==> src/rtl/stm_pkg.sv <==
package stm_pkg;

    ////////////////////////////////////////////////////////////////////////
    // Bus shapes
    localparam int unsigned ADDR_W = 12;
    localparam int unsigned DATA_W = 32;
    typedef logic [ADDR_W-1:0] stm_addr_t;
    typedef logic [DATA_W-1:0] stm_data_t;

    ////////////////////////////////////////////////////////////////////////
    // Register byte offsets
    localparam stm_addr_t OFS_CTRL0 = 12'h000;
    localparam stm_addr_t OFS_CTRL1 = 12'h004;
    localparam stm_addr_t OFS_COUNT = 12'h008;
    localparam stm_addr_t OFS_CMPA  = 12'h00C;
    localparam stm_addr_t OFS_FLAGS = 12'h010;

    ////////////////////////////////////////////////////////////////////////
    // Field positions
    localparam int unsigned CTRL0_RUN_BIT  = 0;
    localparam int unsigned CTRL0_EXTF_BIT = 1;
    localparam int unsigned CTRL0_COMPARE_P_VALUE_LSB = 8;
    localparam int unsigned FLAG_A_BIT     = 0;
    localparam int unsigned FLAG_P_BIT     = 1;
    localparam int unsigned CTRL1_W        = 8;

    ////////////////////////////////////////////////////////////////////////
    // Reset values
    localparam stm_data_t        DATA_ZERO  = 32'h0000_0000;
    localparam logic [CTRL1_W-1:0] CTRL1_RST = 8'h00;
    localparam logic [1:0]       FLAGS_RST  = 2'h0;

    ////////////////////////////////////////////////////////////////////////
    // Modes and pin-function codes
    typedef enum logic [1:0] {
        STM_MODE_CMP = 2'b00,
        STM_MODE_CAP = 2'b01,
        STM_MODE_PWM = 2'b10,
        STM_MODE_TC  = 2'b11
    } stm_mode_e;

    localparam logic [1:0] PF_IDLE    = 2'b00;
    localparam logic [1:0] PF_CODE_A  = 2'b01;
    localparam logic [1:0] PF_CODE_B  = 2'b10;
    localparam logic [1:0] PF_SPECIAL = 2'b11;

    typedef struct packed {
        logic mode_select_hi;
        logic mode_select_lo;
        logic pin_function_hi;
        logic pin_function_lo;
        logic output_initial_level;
        logic output_invert;
        logic duty_period_swap;
        logic clear_source_select;
    } stm_ctrl_s;

endpackage

==> src/rtl/stm_sync_edge.sv <==
`timescale 1ns/10ps
module stm_sync_edge (
    input  wire logic core_clk,
    input  wire logic arst_n,
    input  wire logic async_in,
    output logic      level,
    output logic      rise,
    output logic      fall
);
    logic s1;
    logic s2;
    logic s3;

    ////////////////////////////////////////////////////////////////////////
    // Three-stage capture
    always_ff @(posedge core_clk or negedge arst_n) begin
        if (!arst_n) begin
            s1 <= 1'b0;
            s2 <= 1'b0;
            s3 <= 1'b0;
        end else begin
            s1 <= async_in;
            s2 <= s1;
            s3 <= s2;
        end
    end

    ////////////////////////////////////////////////////////////////////////
    // Accept change once stages two and three agree
    always_ff @(posedge core_clk or negedge arst_n) begin
        if (!arst_n) begin
            level <= 1'b0;
            rise  <= 1'b0;
            fall  <= 1'b0;
        end else begin
            rise <= (s2 == s3) && s3 && !level;
            fall <= (s2 == s3) && !s3 && level;
            if (s2 == s3) begin
                level <= s3;
            end
        end
    end
endmodule // stm_sync_edge

==> src/rtl/stm_timer.sv <==
// What this block does
// Compare mode with clear select high: A match clears counter, no P flag.
// Compare mode: only A match and run rise change the pin, P match never.
// Compare: each run bit rising edge restores the pin to its initial level.
// Mode 11 counts like compare mode but leaves the pin undriven.
// Software sets mode 10 and pin function 10 for PWM.
// PWM: swap 0 clears on P, duty from A; swap 1 exchanges roles.
// PWM ignores clear select; clearing follows the swap bit only.
// PWM raises separate flags for A and P matches.
// PWM pin function 00/01 forces inactive/active while counting continues.
// PWM: initial-level bit picks active level, invert bit flips output.
// Narrow variant: P value k gives 128k clocks, zero gives 1024.
// Duty at or above period holds PWM output active all period.
// Wide variant swap 0: period is P times 256, zero gives 65536.
// Wide variant swap 1: A sets period, duty P times 256 or 65536.
// Single pulse: mode 10, pin function 11; run rise starts pulse.
// Single pulse: external clock pin edge sets run bit automatically.
// Single pulse: A match clears run, ends pulse, raises flag.
// Single pulse ignores P, clear select, swap; zeroed only on run rise.
// Mode 01 is capture; pin function picks edges; run rise starts.
// Capture: active edge copies counter into A and raises a flag.
// Capture: counter runs until run falls; P match wraps with flag.
// Capture: pin function 11 suppresses capture; output bits unused.
// Compare: pin function sets A match action: none, low, high, toggle.
// Wide variant compares P only against counter bits 15 to 8.
// Capture codes 00, 01, 10 select rising, falling, both edges.
`timescale 1ns/10ps
module stm_timer #(
    parameter int unsigned CNT_W = 16
) (
    input  wire logic              core_clk,
    input  wire logic              arst_n,
    input  wire logic              psel,
    input  wire logic              penable,
    input  wire logic              pwrite,
    input  wire stm_pkg::stm_addr_t paddr,
    input  wire stm_pkg::stm_data_t pwdata,
    output stm_pkg::stm_data_t     prdata,
    output logic                   pready,
    output logic                   pslverr,
    input  wire logic              external_clock_pin,
    input  wire logic              timer_pin_zero_in,
    output logic                   timer_pin_zero_out,
    output logic                   timer_pin_zero_oe,
    output logic                   match_a_flag,
    output logic                   match_p_flag
);
    import stm_pkg::*;

    localparam int unsigned P_W = (CNT_W == 10) ? 3 : 8;
    localparam int unsigned SH  = CNT_W - P_W;

    logic                 counter_run_bit;
    logic                 run_q;
    logic                 ext_fall_sel;
    logic [P_W-1:0]       compare_p_value;
    stm_ctrl_s            timer_control_one;
    logic [CNT_W-1:0]     cnt;
    logic [CNT_W-1:0]     compare_a_value;
    logic                 pin_level;
    logic                 next_run;
    logic                 next_pin;
    logic                 next_oe;
    stm_mode_e            mode;
    logic [1:0]           pin_func;
    logic                 cmp_like;
    logic                 is_pwm;
    logic                 is_sp;
    logic                 is_cap;
    logic                 run_rise;
    logic                 counting;
    logic [CNT_W-1:0]     cnt_inc;
    logic [CNT_W-1:0]     p_ref;
    logic                 a_hit;
    logic                 p_hit;
    logic                 clr;
    logic                 a_set;
    logic                 p_set;
    logic                 cap_edge;
    logic [CNT_W:0]       duty;
    logic [CNT_W:0]       period;
    logic                 pwm_act;
    logic                 ext_rise;
    logic                 ext_fall;
    logic                 pin_rise;
    logic                 pin_fall;
    logic                 ext_edge;
    logic                 acc;
    logic                 wr_en;
    stm_data_t            rd_data;

    ////////////////////////////////////////////////////////////////////////
    // Helpers
    function automatic logic addr_mapped(input stm_addr_t a);
        return (a == OFS_CTRL0) || (a == OFS_CTRL1) || (a == OFS_COUNT) ||
               (a == OFS_CMPA) || (a == OFS_FLAGS);
    endfunction

    // Zero stands for the full count range
    function automatic logic [CNT_W:0] full_scale(input logic [CNT_W-1:0] v);
        return {v == {CNT_W{1'b0}}, v};
    endfunction

    ////////////////////////////////////////////////////////////////////////
    // Pin inputs
    stm_sync_edge u_ext_sync (
        .core_clk (core_clk),
        .arst_n   (arst_n),
        .async_in (external_clock_pin),
        .level    (),
        .rise     (ext_rise),
        .fall     (ext_fall)
    );

    stm_sync_edge u_pin_sync (
        .core_clk (core_clk),
        .arst_n   (arst_n),
        .async_in (timer_pin_zero_in),
        .level    (),
        .rise     (pin_rise),
        .fall     (pin_fall)
    );

    ////////////////////////////////////////////////////////////////////////
    // Mode decode
    assign mode     = stm_mode_e'({timer_control_one.mode_select_hi,
                                   timer_control_one.mode_select_lo});
    assign pin_func = {timer_control_one.pin_function_hi,
                       timer_control_one.pin_function_lo};
    assign cmp_like = (mode == STM_MODE_CMP) || (mode == STM_MODE_TC);
    assign is_pwm   = (mode == STM_MODE_PWM) && (pin_func != PF_SPECIAL);
    assign is_sp    = (mode == STM_MODE_PWM) && (pin_func == PF_SPECIAL);
    assign is_cap   = (mode == STM_MODE_CAP);
    assign ext_edge = is_sp && (ext_fall_sel ? ext_fall : ext_rise);

    ////////////////////////////////////////////////////////////////////////
    // Comparators
    assign run_rise = counter_run_bit && !run_q;
    assign counting = counter_run_bit && !run_q ? 1'b0 : counter_run_bit;
    assign cnt_inc  = cnt + {{(CNT_W-1){1'b0}}, 1'b1};
    assign p_ref    = {compare_p_value, {SH{1'b0}}};
    assign a_hit    = counting && (cnt_inc == compare_a_value);
    assign p_hit    = counting && (cnt_inc == p_ref);
    assign period   = timer_control_one.duty_period_swap ?
                      full_scale(compare_a_value) : full_scale(p_ref);
    assign duty     = timer_control_one.duty_period_swap ?
                      full_scale(p_ref) : full_scale(compare_a_value);
    assign pwm_act  = counter_run_bit &&
                      (run_rise || ({1'b0, cnt} < duty));

    ////////////////////////////////////////////////////////////////////////
    // Clear source and flag events per mode
    always_comb begin
        clr      = 1'b0;
        a_set    = 1'b0;
        p_set    = 1'b0;
        cap_edge = 1'b0;
        case (mode)
            STM_MODE_CMP,
            STM_MODE_TC: begin
                clr   = timer_control_one.clear_source_select ?
                        a_hit : p_hit;
                a_set = a_hit;
                p_set = p_hit && !timer_control_one.clear_source_select;
            end
            STM_MODE_PWM: begin
                if (is_pwm) begin
                    clr   = timer_control_one.duty_period_swap ?
                            a_hit : p_hit;
                    a_set = a_hit;
                    p_set = p_hit;
                end else begin
                    a_set = a_hit;
                end
            end
            STM_MODE_CAP: begin
                case (pin_func)
                    PF_IDLE:   cap_edge = pin_rise;
                    PF_CODE_A: cap_edge = pin_fall;
                    PF_CODE_B: cap_edge = pin_rise || pin_fall;
                    default:   cap_edge = 1'b0;
                endcase
                cap_edge = cap_edge && counting;
                clr      = p_hit;
                a_set    = cap_edge;
                p_set    = p_hit;
            end
            default: begin
                clr = 1'b0;
            end
        endcase
    end

    ////////////////////////////////////////////////////////////////////////
    // APB slave
    assign acc     = psel && penable;
    assign pready  = 1'b1;
    assign pslverr = acc && !addr_mapped(paddr);
    assign wr_en   = acc && pwrite && addr_mapped(paddr);

    always_comb begin
        rd_data = DATA_ZERO;
        case (paddr)
            OFS_CTRL0: begin
                rd_data[CTRL0_RUN_BIT]            = counter_run_bit;
                rd_data[CTRL0_EXTF_BIT]           = ext_fall_sel;
                rd_data[CTRL0_COMPARE_P_VALUE_LSB +: P_W]    = compare_p_value;
            end
            OFS_CTRL1: rd_data[CTRL1_W-1:0]       = timer_control_one;
            OFS_COUNT: rd_data[CNT_W-1:0]         = cnt;
            OFS_CMPA:  rd_data[CNT_W-1:0]         = compare_a_value;
            OFS_FLAGS: begin
                rd_data[FLAG_A_BIT]               = match_a_flag;
                rd_data[FLAG_P_BIT]               = match_p_flag;
            end
            default:   rd_data = DATA_ZERO;
        endcase
    end

    always_ff @(posedge core_clk or negedge arst_n) begin
        if (!arst_n) begin
            prdata <= DATA_ZERO;
        end else if (psel && !penable && !pwrite) begin
            prdata <= rd_data;
        end
    end

    always_ff @(posedge core_clk or negedge arst_n) begin
        if (!arst_n) begin
            timer_control_one <= CTRL1_RST;
            compare_p_value   <= {P_W{1'b0}};
            ext_fall_sel      <= 1'b0;
        end else if (wr_en) begin
            if (paddr == OFS_CTRL1) begin
                timer_control_one <= pwdata[CTRL1_W-1:0];
            end
            if (paddr == OFS_CTRL0) begin
                compare_p_value <= pwdata[CTRL0_COMPARE_P_VALUE_LSB +: P_W];
                ext_fall_sel    <= pwdata[CTRL0_EXTF_BIT];
            end
        end
    end

    ////////////////////////////////////////////////////////////////////////
    // Run bit: hardware set wins over any clear
    always_comb begin
        next_run = counter_run_bit;
        if (wr_en && (paddr == OFS_CTRL0)) begin
            next_run = pwdata[CTRL0_RUN_BIT];
        end
        if (is_sp && a_hit) begin
            next_run = 1'b0;
        end
        if (ext_edge) begin
            next_run = 1'b1;
        end
    end

    always_ff @(posedge core_clk or negedge arst_n) begin
        if (!arst_n) begin
            counter_run_bit <= 1'b0;
            run_q           <= 1'b0;
        end else begin
            counter_run_bit <= next_run;
            run_q           <= counter_run_bit;
        end
    end

    ////////////////////////////////////////////////////////////////////////
    // Counter
    always_ff @(posedge core_clk or negedge arst_n) begin
        if (!arst_n) begin
            cnt <= {CNT_W{1'b0}};
        end else if (run_rise) begin
            cnt <= {CNT_W{1'b0}};
        end else if (counting) begin
            cnt <= clr ? {CNT_W{1'b0}} : cnt_inc;
        end
    end

    ////////////////////////////////////////////////////////////////////////
    // Compare A register with capture priority over software
    always_ff @(posedge core_clk or negedge arst_n) begin
        if (!arst_n) begin
            compare_a_value <= {CNT_W{1'b0}};
        end else if (cap_edge) begin
            compare_a_value <= cnt;
        end else if (wr_en && (paddr == OFS_CMPA)) begin
            compare_a_value <= pwdata[CNT_W-1:0];
        end
    end

    ////////////////////////////////////////////////////////////////////////
    // Flags: write one to clear, new event wins
    always_ff @(posedge core_clk or negedge arst_n) begin
        if (!arst_n) begin
            {match_p_flag, match_a_flag} <= FLAGS_RST;
        end else begin
            match_a_flag <= a_set || (match_a_flag && !(wr_en &&
                            (paddr == OFS_FLAGS) && pwdata[FLAG_A_BIT]));
            match_p_flag <= p_set || (match_p_flag && !(wr_en &&
                            (paddr == OFS_FLAGS) && pwdata[FLAG_P_BIT]));
        end
    end

    ////////////////////////////////////////////////////////////////////////
    // Compare-mode pin state
    always_ff @(posedge core_clk or negedge arst_n) begin
        if (!arst_n) begin
            pin_level <= 1'b0;
        end else if (run_rise) begin
            pin_level <= timer_control_one.output_initial_level;
        end else if ((mode == STM_MODE_CMP) && a_hit) begin
            case (pin_func)
                PF_CODE_A:  pin_level <= 1'b0;
                PF_CODE_B:  pin_level <= 1'b1;
                PF_SPECIAL: pin_level <= !pin_level;
                default:    pin_level <= pin_level;
            endcase
        end
    end

    ////////////////////////////////////////////////////////////////////////
    // Pin output select
    always_comb begin
        next_pin = 1'b0;
        next_oe  = 1'b0;
        case (mode)
            STM_MODE_CMP: begin
                next_pin = pin_level;
                next_oe  = 1'b1;
            end
            STM_MODE_PWM: begin
                next_oe = 1'b1;
                case (pin_func)
                    PF_IDLE:   next_pin = 1'b0;
                    PF_CODE_A: next_pin = 1'b1;
                    PF_CODE_B: next_pin = pwm_act;
                    default:   next_pin = counter_run_bit;
                endcase
                next_pin = (next_pin ?
                            timer_control_one.output_initial_level :
                            !timer_control_one.output_initial_level) ^
                           timer_control_one.output_invert;
            end
            default: begin
                next_pin = 1'b0;
                next_oe  = 1'b0;
            end
        endcase
    end

    always_ff @(posedge core_clk or negedge arst_n) begin
        if (!arst_n) begin
            timer_pin_zero_out <= 1'b0;
            timer_pin_zero_oe  <= 1'b0;
        end else begin
            timer_pin_zero_out <= next_pin;
            timer_pin_zero_oe  <= next_oe;
        end
    end

    ////////////////////////////////////////////////////////////////////////
    // Checks
    a_cclr_clear: assert property (@(posedge core_clk)
        disable iff (!arst_n)
        cmp_like && timer_control_one.clear_source_select && a_hit
        |=> cnt == {CNT_W{1'b0}} && !$rose(match_p_flag))
        else $error("A match did not clear counter");

    a_pin_hold: assert property (@(posedge core_clk)
        disable iff (!arst_n)
        (mode == STM_MODE_CMP) && !a_hit && !run_rise
        |=> $stable(pin_level))
        else $error("Pin moved without A match");

    a_rise_init: assert property (@(posedge core_clk)
        disable iff (!arst_n)
        run_rise && (mode == STM_MODE_CMP)
        |=> pin_level == $past(timer_control_one.output_initial_level)
            ##1 timer_pin_zero_out == $past(pin_level))
        else $error("Pin not restored on run rise");

    a_tc_release: assert property (@(posedge core_clk)
        disable iff (!arst_n)
        (mode == STM_MODE_TC) |=> !timer_pin_zero_oe)
        else $error("Pin driven in timer mode");

    a_pwm_period: assert property (@(posedge core_clk)
        disable iff (!arst_n)
        is_pwm && p_hit && !timer_control_one.duty_period_swap
        |=> cnt == {CNT_W{1'b0}} && match_p_flag)
        else $error("P match did not end PWM period");

    a_pwm_aflag: assert property (@(posedge core_clk)
        disable iff (!arst_n)
        is_pwm && a_hit |=> match_a_flag)
        else $error("A flag missing in PWM");

    a_force_act: assert property (@(posedge core_clk)
        disable iff (!arst_n)
        is_pwm && (pin_func == PF_CODE_A)
        |=> timer_pin_zero_out == $past(timer_control_one.output_initial_level
            ^ timer_control_one.output_invert))
        else $error("Forced active level wrong");

    a_full_duty: assert property (@(posedge core_clk)
        disable iff (!arst_n)
        is_pwm && (pin_func == PF_CODE_B) && counter_run_bit &&
        (duty >= period)
        |=> timer_pin_zero_out == $past(timer_control_one.output_initial_level
            ^ timer_control_one.output_invert))
        else $error("Full duty not held active");

    a_sp_trig: assert property (@(posedge core_clk)
        disable iff (!arst_n)
        ext_edge && !counter_run_bit
        |=> counter_run_bit ##1 cnt == {CNT_W{1'b0}})
        else $error("External edge did not start pulse");

    a_sp_stop: assert property (@(posedge core_clk)
        disable iff (!arst_n)
        is_sp && a_hit && !ext_edge |=> !counter_run_bit && match_a_flag)
        else $error("A match did not end pulse");

    a_cap_copy: assert property (@(posedge core_clk)
        disable iff (!arst_n)
        cap_edge |=> compare_a_value == $past(cnt) && match_a_flag)
        else $error("Capture did not copy counter");

    a_cap_wrap: assert property (@(posedge core_clk)
        disable iff (!arst_n)
        is_cap && p_hit |=> cnt == {CNT_W{1'b0}} && match_p_flag)
        else $error("Capture P match did not wrap");
endmodule // stm_timer

==> config.mk <==
export PLATFORM = sky130hd
export DESIGN_NAME = stm_timer
export DESIGN_NICKNAME = d
export VERILOG_FILES = /design/src/rtl/stm_pkg.sv /design/src/rtl/stm_sync_edge.sv /design/src/rtl/stm_timer.sv
export SDC_FILE = /design/constraint.sdc
export NUM_CORES = 1
export LEC_CHECK = 0
export BUFFER_PORTS_ARGS = -buffer_cell sky130_fd_sc_hd__buf_2
export CORE_ASPECT_RATIO = 1.5
export CORE_MARGIN = 4
export CORE_UTILIZATION = 58
export DETAILED_ROUTE_END_ITERATION = 10
export HOLD_SLACK_MARGIN = 0.05
export PLACE_DENSITY = 0.92
export SYNTH_ARGS = -nofsm -noshare
export SYNTH_HDL_FRONTEND = slang
export SYNTH_SLANG_ARGS = --single-unit
==> constraint.sdc <==
create_clock -name core_clk -period 3.42 [get_ports core_clk]
set_input_delay 0.684 -clock core_clk [delete_from_list [all_inputs] [get_ports core_clk]]
set_output_delay 0.684 -clock core_clk [all_outputs]
set_load 0.005 [all_outputs]
* Yosys cells after proc, flatten, opt, wreduce, memory -nomap -nowiden
Index checks and enable logic that the tools add are counted.
Cells by class: eq/ne operators 15, add/subtract/negate cells 1, reduce and logical (&&, ||, !) cells 69, multiplexer cells 32, bitwise gates (word level) 1, $lt $le $gt $ge 1
Operator list (number):
- $mux W16 | 5
- $eq A16 B16 Y1 | 2
- $logic_and A1 B1 Y1 | 32
- $logic_not A16 Y1 | 2
- $eq A12 B4 Y1 const B | 2
- $pmux W8 S3 | 1
- $pmux W6 S3 | 1
- $lt A16 B17 Y1 | 1
- $mux W17 | 1
- $add A16 B1 Y16 const B | 1
- $mux W1 | 16
- $pmux W1 S3 | 5
- $logic_not A1 Y1 | 13
- $eq A12 B3 Y1 const B | 1
- $eq A12 B5 Y1 const B | 1
- $logic_not A12 Y1 | 1
- $pmux W2 S5 | 1
- $eq A2 B2 Y1 const B | 4
- $logic_or A1 B1 Y1 | 8
- $reduce_and A2 Y1 | 3
- $reduce_bool A2 Y1 | 3
- $eq A2 B1 Y1 const B | 2
- $logic_not A2 Y1 | 2
- $pmux W1 S2 | 2
- other kinds (7) | 9
Storage, ports and cells: input port bits 51, register bits 84, output and inout port bits 38, word-level logic and storage cells 151

* Longest topological paths before layout
Gate-level depths: netlist of the first run.
depth after elaboration 11, gate-level depth with buffers 13, depth with buffers taken out 12

* Modules after synthesis
From an unflattened synthesis of the first run, not the netlist that was laid out.
Unflattened totals: cell total of the unflattened synthesis 664, area total of the unflattened synthesis 5835.6 um2
Modules (own cells, without submodules):
- stm_timer | cells an instance 638, area an instance 5415.2 um2, seq. area each 1801.7 um2, times used 1
- stm_sync_edge | cells an instance 13, area an instance 210.2 um2, seq. area each 150.1 um2, times used 2

* Worst setup path after synthesis of the first run
OpenSTA, ideal clock, no wires.
path kind flip-flop to flip-flop, start register cnt[1], end register cnt[9], setup time 145 ps, buffers on the path 3, data required time 3275 ps, data arrival time 2629 ps, cell stages (with the launch flop) 14, path slack 645 ps, clock period less this slack 2775 ps, cell sequence dfrtp_1 > ha_1 > buf_2 > and4_1 > buf_2 > a32o_1 > a311oi_1 > nand4_1 > a2111oi_2 > a41o_1 > a21oi_2 > buf_2 > o21bai_1 > o221ai_1
On the way: word-level cells in the longest chain between the ends 9, elaborated cells between the ends (all ways) 12, classes of those cells add/sub: 1; eq/ne: 2; mux: 7; reduce/logical: 2
Ends and longest elaborated chain:
- from (decl) | line stm_timer.sv:58 | logic [CNT_W-1:0] cnt;
- from (signal assigned) | line stm_timer.sv:273 | cnt <= {CNT_W{1'b0}};
- from (signal assigned) | line stm_timer.sv:275 | cnt <= {CNT_W{1'b0}};
- from (signal assigned) | line stm_timer.sv:277 | cnt <= clr ? {CNT_W{1'b0}} : cnt_inc;
- $add A16 B1 Y16 * | line stm_timer.sv:140 | assign cnt_inc = cnt + {{(CNT_W-1){1'b0}}, 1'b1};
- $eq A16 B16 Y1, on equally long branches | line stm_timer.sv:143, stm_timer.sv:142
- $logic_and A1 B1 Y1, on equally long branches | line stm_timer.sv:143, stm_timer.sv:142
- $mux W1 | line stm_timer.sv:168 | clr = timer_control_one.duty_period_swap ?
- $mux W1 | line stm_timer.sv:167 | if (is_pwm) begin
- $pmux W1 S3 | line stm_timer.sv:158 | case (mode)
- $mux W16 * | line stm_timer.sv:277
- $mux W16 * | line stm_timer.sv:276 | end else if (counting) begin
- $mux W16 * | line stm_timer.sv:274 | end else if (run_rise) begin
Every way passes the cells marked *; elsewhere a longest branch is shown, timed or not. The select of a mux whose other input is x is not followed. A chain may end at the register's enable or synchronous reset.

* Final worst setup path of the first run
start register cnt[0], end register cnt[14]
Same word-level chain as after synthesis.

==> results of run 1 <==
## flip-flops by register name (all words and copies together) (netlist names), 2 cells and up
name and count:
compare_p_value 8, cnt 16, timer_control_one 4, mode 2, compare_a_value 16, pin_func 2, prdata 16
## stage by stage
step / instances / hold slack (ps) / setup WS [ps] / area (um^2)
finish: 824 / 361 / 245 / 6530
global route: 824 / 369 / 26.8 / 6530
CTS: 824 / 363 / 306 / 6530
detailed placement: 808 / 338 / 329 / 6240
global placement: 808 / 347 / 357 / 6240
floorplan: 663 / 331 / 645 / 5870
## critical path: cells and delay by family, from the launching register on
family                   cells  cell delay [ps]
XOR/XNOR                     2              430
flip-flops                   1              450
buffers and inverters        2              370
AND/OR/NAND/NOR              4             1040
AO/OA/AOI/OAI                3              480
adder cells (fa/ha/maj)      1              260
## logic make-up after synthesis
family	Yosys count	synth area share
and+or+nand+nor	210	0.190
AOI/OAI and AO/OA	151	0.162
buffers and inverters	85	0.0713
DFF	84	0.362
muxes	61	0.108
xor gates and xnor gates	28	0.0470
adders and majority gates	27	0.0582
other	2	0.00129
## power groups by stage
stage          Sequential (W)  Clock (W)  Combinational [W]
5_1_grt               0.00114    0.00102           0.000699
3_3_place_gp          0.00114          0           0.000593
4_1_cts               0.00113   0.000970           0.000627
2_1_floorplan         0.00111          0           0.000450
6_report              0.00113   0.000966           0.000637
3_5_place_dp          0.00115          0           0.000621
## cell type report
type,instances,area (um^2)
repair buffers,88,538
clock inverters,7,63.8
inverters,27,101
flip-flops and latches,84,2100
multi-input cells,494,3350
fillers,729,3220
clock buffers,9,225
well taps,115,144
## metal layers
layer | GRT usage | wire length [um] | vias to the layer above
li1 | - | - | 2385
met1 | 0.313 | 6180 | 2586
met2 | 0.512 | 8560 | 312
met3 | 0.0487 | 984 | 124
met4 | 0.233 | 1350 | 0
met5 | 0 | 0 | -
## path summary, 6_finish.rpt
path / to / from / cells past startpoint / slack, ps
worst max-delay path: cnt[14] / cnt[0] / 12 / 250
worst max register to register: cnt[14] / cnt[0] / 12 / 250
min in group asynchronous: u_ext_sync.s3 / arst_n / 1 / 520
worst min register to register: u_ext_sync.s2 / u_ext_sync.s1 / 0 / 360
max in group asynchronous: cnt[6] / arst_n / 1 / 2230
worst min-delay path: u_ext_sync.s2 / u_ext_sync.s1 / 0 / 360
## cell usage in the layout, fill, tap and decap left out, types with 3 or more instances in the layout
cell	instances
a211oi_1	3
a21o_1	6
a21oi_1	26
and2_1	5
and4_1	4
buf_2	54
buf_4	33
clkbuf_16	9
conb_1	17
dfrtp_1	84
ha_1	27
inv_1	26
inv_6	3
mux2_2	13
mux2i_1	48
nand2_1	75
nand3_1	16
nand4_1	8
nor2_1	42
nor2b_1	10
nor3_1	8
nor3b_1	3
nor4_1	10
nor4b_1	3
o211ai_1	3
o21a_1	4
o21ai_0	54
o21ai_1	12
o221ai_1	8
o22ai_1	9
or3_1	4
or4_1	3
xnor2_1	20
xor2_1	6
==> impl_metrics.csv, run 1 <==
group,metric,value,unit
run_status,status,"complete, no violations",
timing,timing_max_transition_violations_final,0,
floorplan,die_w,89.7,um
drt,residual_drc,0,
clock_tree,cts_setup_buffers,0,
cells_and_area,layout-drive-gt1-share,0.188,
placement,numPortBuffers,55,
setup_path,timing.critical_path.slowest_stage_cell,"dfrtp_1",
floorplan,core_area,0.00974,mm^2
power,netSwitchingFraction,0.337,
synthesis,synthArstFlopShare,1.00,
floorplan,top_level_ports,89,
clock_tree,cts.sinks,84,
power,power.ir.vdd_worst,0.000321,V
floorplan,die_height,131,um
timing,finalHoldViolations,0,
floorplan,rows,44,
drt,drt_pass1_iterations,5,
timing,final.period_utilization,0.928,
power,total_switching_power,0.000923,W
synthesis,post_synth.cell_area_avg,8.97,um^2
setup_path,worstSetupStartpointType,"register",
clock_tree,numCtsBuffers,9,
grt,grt_overflow,0,
power,clock_power_share,0.353,
setup_path,timing.critical_path.cells,"ha_1, and4_1, nand3_1, xnor2_1, buf_4, xnor2_1, nand3b_1, nor4_2, a21oi_2, buf_12, o21ai_0, o221ai_1",
synthesis,mappedNetlistArea,0.00581,mm^2
clock_tree,clockBufferDepth,2,
synthesis,post_synth_most_frequent_cells,"84 x dfrtp_1, 75 x nand2_1, 54 x o21ai_0",
synthesis,yosys_register_bits,84,
drt,avgRoutedWirePerCell,20.7,um
setup_path,timing_worst_setup_path_type,"reg -> reg",
synthesis,synth-warning-count,0,
clock_tree,cts_hold_buf,0,
setup_path,crit_path_end_kind,"register",
clock_tree,cts.repair.resized,0,
setup_path,worst_ep_arrival_time,3380,ps
grt,grt_pass1_vias,5462,
timing,timing_worst_slew_pin_value,1040,ps
drt,route.vias.total,5407,
power,power.static_leakage,3.04,nW
setup_path,critical_path_required,3620,ps
drt,wirelength,17100,um
power,power-per-cell-area,419,mW/mm^2
power,power.share.sequential,0.414,
setup_path,crit_top_cell,"xnor2_1",
clock_tree,clock_tree_root_driver_cell,"clkbuf_16",
grt,global_route.usage.total,0.291,
timing,fin_setup_tns,0,ps
setup_path,worst-path-max-fanout,8,
timing,finClkSkew,8.60,ps
floorplan,die_area,0.0117,mm^2
synthesis,synth_top_cell_area_share,0.362,
clock_tree,worst_skew_pair.late_latency,340,ps
cells_and_area,fin_nets,782,
clock_tree,clk_transition_reported_paths,70,ps
cells_and_area,antenna_cells,0,
floorplan,effective_utilization_at_floorplan,0.596,
cells_and_area,syn_to_final_growth,12.4,%
timing,fmaxAchievable,315,MHz
grt,pin_count_of_the_biggest_net_entering_global_routing,85,
power,power_frac_comb,0.233,
timing,setup_viol,0,
grt,grt_antenna_before_repair,0,
synthesis,library_cell_occupying_the_most_area_in_the_post_synthesis_netlist,"dfrtp_1",
clock_tree,cts_tree,"built",
synthesis,synth_enable_flop_cells,0,
cells_and_area,postLayoutCoreUtil,0.670,
placement,placer_s_final_routability_congestion_estimate,0.925,
power,internal-power,0.00181,W
synthesis,yosys-top-cells-area,"dfrtp_1 36%, mux2i_1 8.3%, ha_1 5.8%",
synthesis,synth_sequential_area_ratio,0.362,
min_path,hold_path_class,"reg -> reg",
power,report.power.total,0.00274,W
drt,antenna_left,0,
timing,final_period_minus_worst_setup_slack,3170,ps
timing,setup_repair_after_global_routing_missed_its_margin,"false",
setup_path,max_stage_delay,450,ps
grt,grt_pass1_wl,27000,um
placement,hpwl,12600,um
clock_tree,clock_tree.htree_level_count,3,
synthesis,syn_inst,648,
drt,drt_iter0_markers,465,
synthesis,synthMostInstantiatedCell,"dfrtp_1",
run,number_of_violations_of_the_max_capacitance_limit,0,
synthesis,yosysUniqueCellTypes,72,
drt,vias_per_cell,6.56,
synthesis,ys_dominant_reg_cell,"dfrtp_1",
timing,max_slew_margin,0.305,
(Power assumes the default switching activity.)
==> inputs of run 2 (changes only) <==
--- a/config.mk
+++ b/config.mk
@@ -6,7 +6,6 @@
 export NUM_CORES = 1
 export LEC_CHECK = 0
 export BUFFER_PORTS_ARGS = -buffer_cell sky130_fd_sc_hd__buf_2
-export CORE_ASPECT_RATIO = 1.5
 export CORE_MARGIN = 4
 export CORE_UTILIZATION = 58
 export DETAILED_ROUTE_END_ITERATION = 10
==> run 2 against run 1 <==
Net effect: non-clock buffer count up 2; critical path depth down 2; via count down 1.2%; global-route usage up 0.42 points; flip-flop and latch count unchanged.
==> impl_metrics.csv, run 2 (same netlist as run 1, synthesis figures left out) <==
group,metric,value,unit
run_status,status,"complete, no violations",
timing,fmaxAchievable,313,MHz
cells_and_area,multi_input_comb_area,0.00335,mm^2
placement,placer_s_final_routability_congestion_estimate,0.983,
timing,fin_setup_tns,0,ps
placement,hpwl,12600,um
drt,residual_drc,0,
cells_and_area,final_cell_mix,"84 x dfrtp_1, 75 x nand2_1, 54 x o21ai_0, 54 x buf_2, 48 x mux2i_1",
setup_path,critical_path_required,3660,ps
cells_and_area,fillerInstances,773,
floorplan,die_w,108,um
drt,antenna_left,0,
power,power.static_leakage,3.04,nW
cells_and_area,layout-drive-gt1-share,0.190,
grt,grt_pass1_wl,26700,um
cells_and_area,antenna_cells,0,
clock_tree,clk_transition_reported_paths,90,ps
grt,grt_antenna_before_repair,0,
cells_and_area,syn_to_final_growth,12.2,%
cells_and_area,fin_nets,784,
run,number_of_violations_of_the_max_capacitance_limit,0,
floorplan,core_area,0.00977,mm^2
floorplan,rows,36,
timing,timing_worst_slew_pin_value,852,ps
setup_path,timing.critical_path.slowest_stage_cell,"dfrtp_1",
clock_tree,cts_setup_buffers,0,
timing,timing_max_transition_violations_final,0,
clock_tree,cts.sinks,84,
drt,drt_pass1_iterations,7,
cells_and_area,layout.cells.most_common,"dfrtp_1",
cells_and_area,largest_registers,"cnt x16, compare_a_value x16, prdata x16",
drt,route.vias.total,5341,
timing,setup_viol,0,
grt,grt_pass1_vias,5275,
grt,grt_overflow,0,
drt,vias_per_cell,6.33,
setup_path,worst_ep_arrival_time,3430,ps
clock_tree,clockBufferDepth,2,
setup_path,worstSetupStartpointType,"register",
grt,pin_count_of_the_biggest_net_entering_global_routing,66,
drt,avgRoutedWirePerCell,19.9,um
clock_tree,cts_hold_buf,0,
timing,final_period_minus_worst_setup_slack,3190,ps
setup_path,timing_worst_setup_path_type,"reg -> reg",
clock_tree,worst_skew_pair.late_latency,380,ps
grt,global_route.usage.total,0.295,
clock_tree,clock_tree_root_driver_cell,"clkbuf_8",
floorplan,die_height,108,um
clock_tree,cts_tree,"built",
timing,max_slew_margin,0.432,
timing,finalHoldViolations,0,
timing,finClkSkew,12.6,ps
cells_and_area,postLayoutCoreUtil,0.667,
cells_and_area,ff_latch_area,0.00210,mm^2
drt,drt_iter0_markers,463,
power,power-per-cell-area,411,mW/mm^2
floorplan,top_level_ports,89,
min_path,hold_path_class,"reg -> reg",
floorplan,effective_utilization_at_floorplan,0.594,
clock_tree,cts.repair.resized,0,
drt,highest_layer,"met4",
clock_tree,numCtsBuffers,9,
drt,wirelength,16800,um
setup_path,max_stage_delay,610,ps
power,power.ir.vdd_worst,0.000279,V
placement,numPortBuffers,55,
setup_path,timing.critical_path.cells,"nand4_4, nor4_4, and4_1, xnor3_1, o211ai_1, nor4_2, a21oi_2, buf_4, o21ai_0, o221ai_1",
clock_tree,clock_tree.htree_level_count,3,
timing,final.period_utilization,0.934,
floorplan,die_area,0.0117,mm^2
timing,setup_repair_after_global_routing_missed_its_margin,"false",
setup_path,crit_path_end_kind,"register",
drt,dr_wl_met3,1340,um
setup_path,worst-path-max-fanout,12,
drt,wirelength_met1,6460,um
drt,wl_met2,8270,um
[run 2: cell count changes in the layout (fill, tap and decap cells not counted)]
| cell | delta |
|---|---|
| buf_12 | -1 |
| buf_4 | +3 |
| bufinv_16 | +3 |
| clkbuf_16 | -9 |
| clkbuf_8 | +9 |
| clkinv_4 | +1 |
| clkinvlp_4 | -2 |
| inv_6 | -2 |
[run 2: final cells by class]
type | count | share of cell area
clock inverter | 7 | 0.0200
multi-input combinational | 494 | 0.514
timing repair buffer | 90 | 0.0829
clock buffer | 9 | 0.0190
inverter | 27 | 0.0155
sequential | 84 | 0.323
tap | 133 | 0.0255
[run 2: critical path: cells and delay by family, from the launching register on]
kind / cells / cell delay (ps)
AO/OA/AOI/OAI: 4 / 620
XOR/XNOR: 1 / 210
buffers and inverters: 1 / 210
flip-flops: 1 / 610
AND/OR/NAND/NOR: 4 / 1400
[run 2: report_power, final]
part,total [W],internal [W],switching (W)
sequential,0.00112,0.00105,0.0000702
combinational,0.000656,0.000256,0.000399
clock,0.000903,0.000499,0.000404
total,0.00268,0.00180,0.000874
[run 2: metrics by stage]
stage	std cells	instance area, um^2	total power, W	hold WS, ps	setup WS [ps]
after global routing	844	6520	0.00280	386	61.6
after CTS	844	6520	0.00267	371	282
after detailed placement	828	6260	0.00177	337	337
after global placement	828	6260	0.00174	345	422
after floorplan	663	5870	0.00156	331	645
final	844	6520	0.00268	365	227
[run 2: worst paths after layout]
kind                            endpoint           from  slack, ps  depth (start not counted)
max                              cnt[10]         cnt[8]        230                         10
min                        u_pin_sync.s2  u_pin_sync.s1        370                          0
max reg2reg                      cnt[10]         cnt[8]        230                         10
min reg2reg                u_pin_sync.s2  u_pin_sync.s1        370                          0
max in group asynchronous        mode[0]         arst_n       2290                          2
min in group asynchronous         cnt[5]         arst_n        410                          1
[run 2: metal layers]
layer | GRT usage | vias to the layer above
met4 | 0.132 | 0
met3 | 0.0669 | 75
met1 | 0.367 | 2585
li1 | - | 2398
met5 | 0 | -
met2 | 0.492 | 283
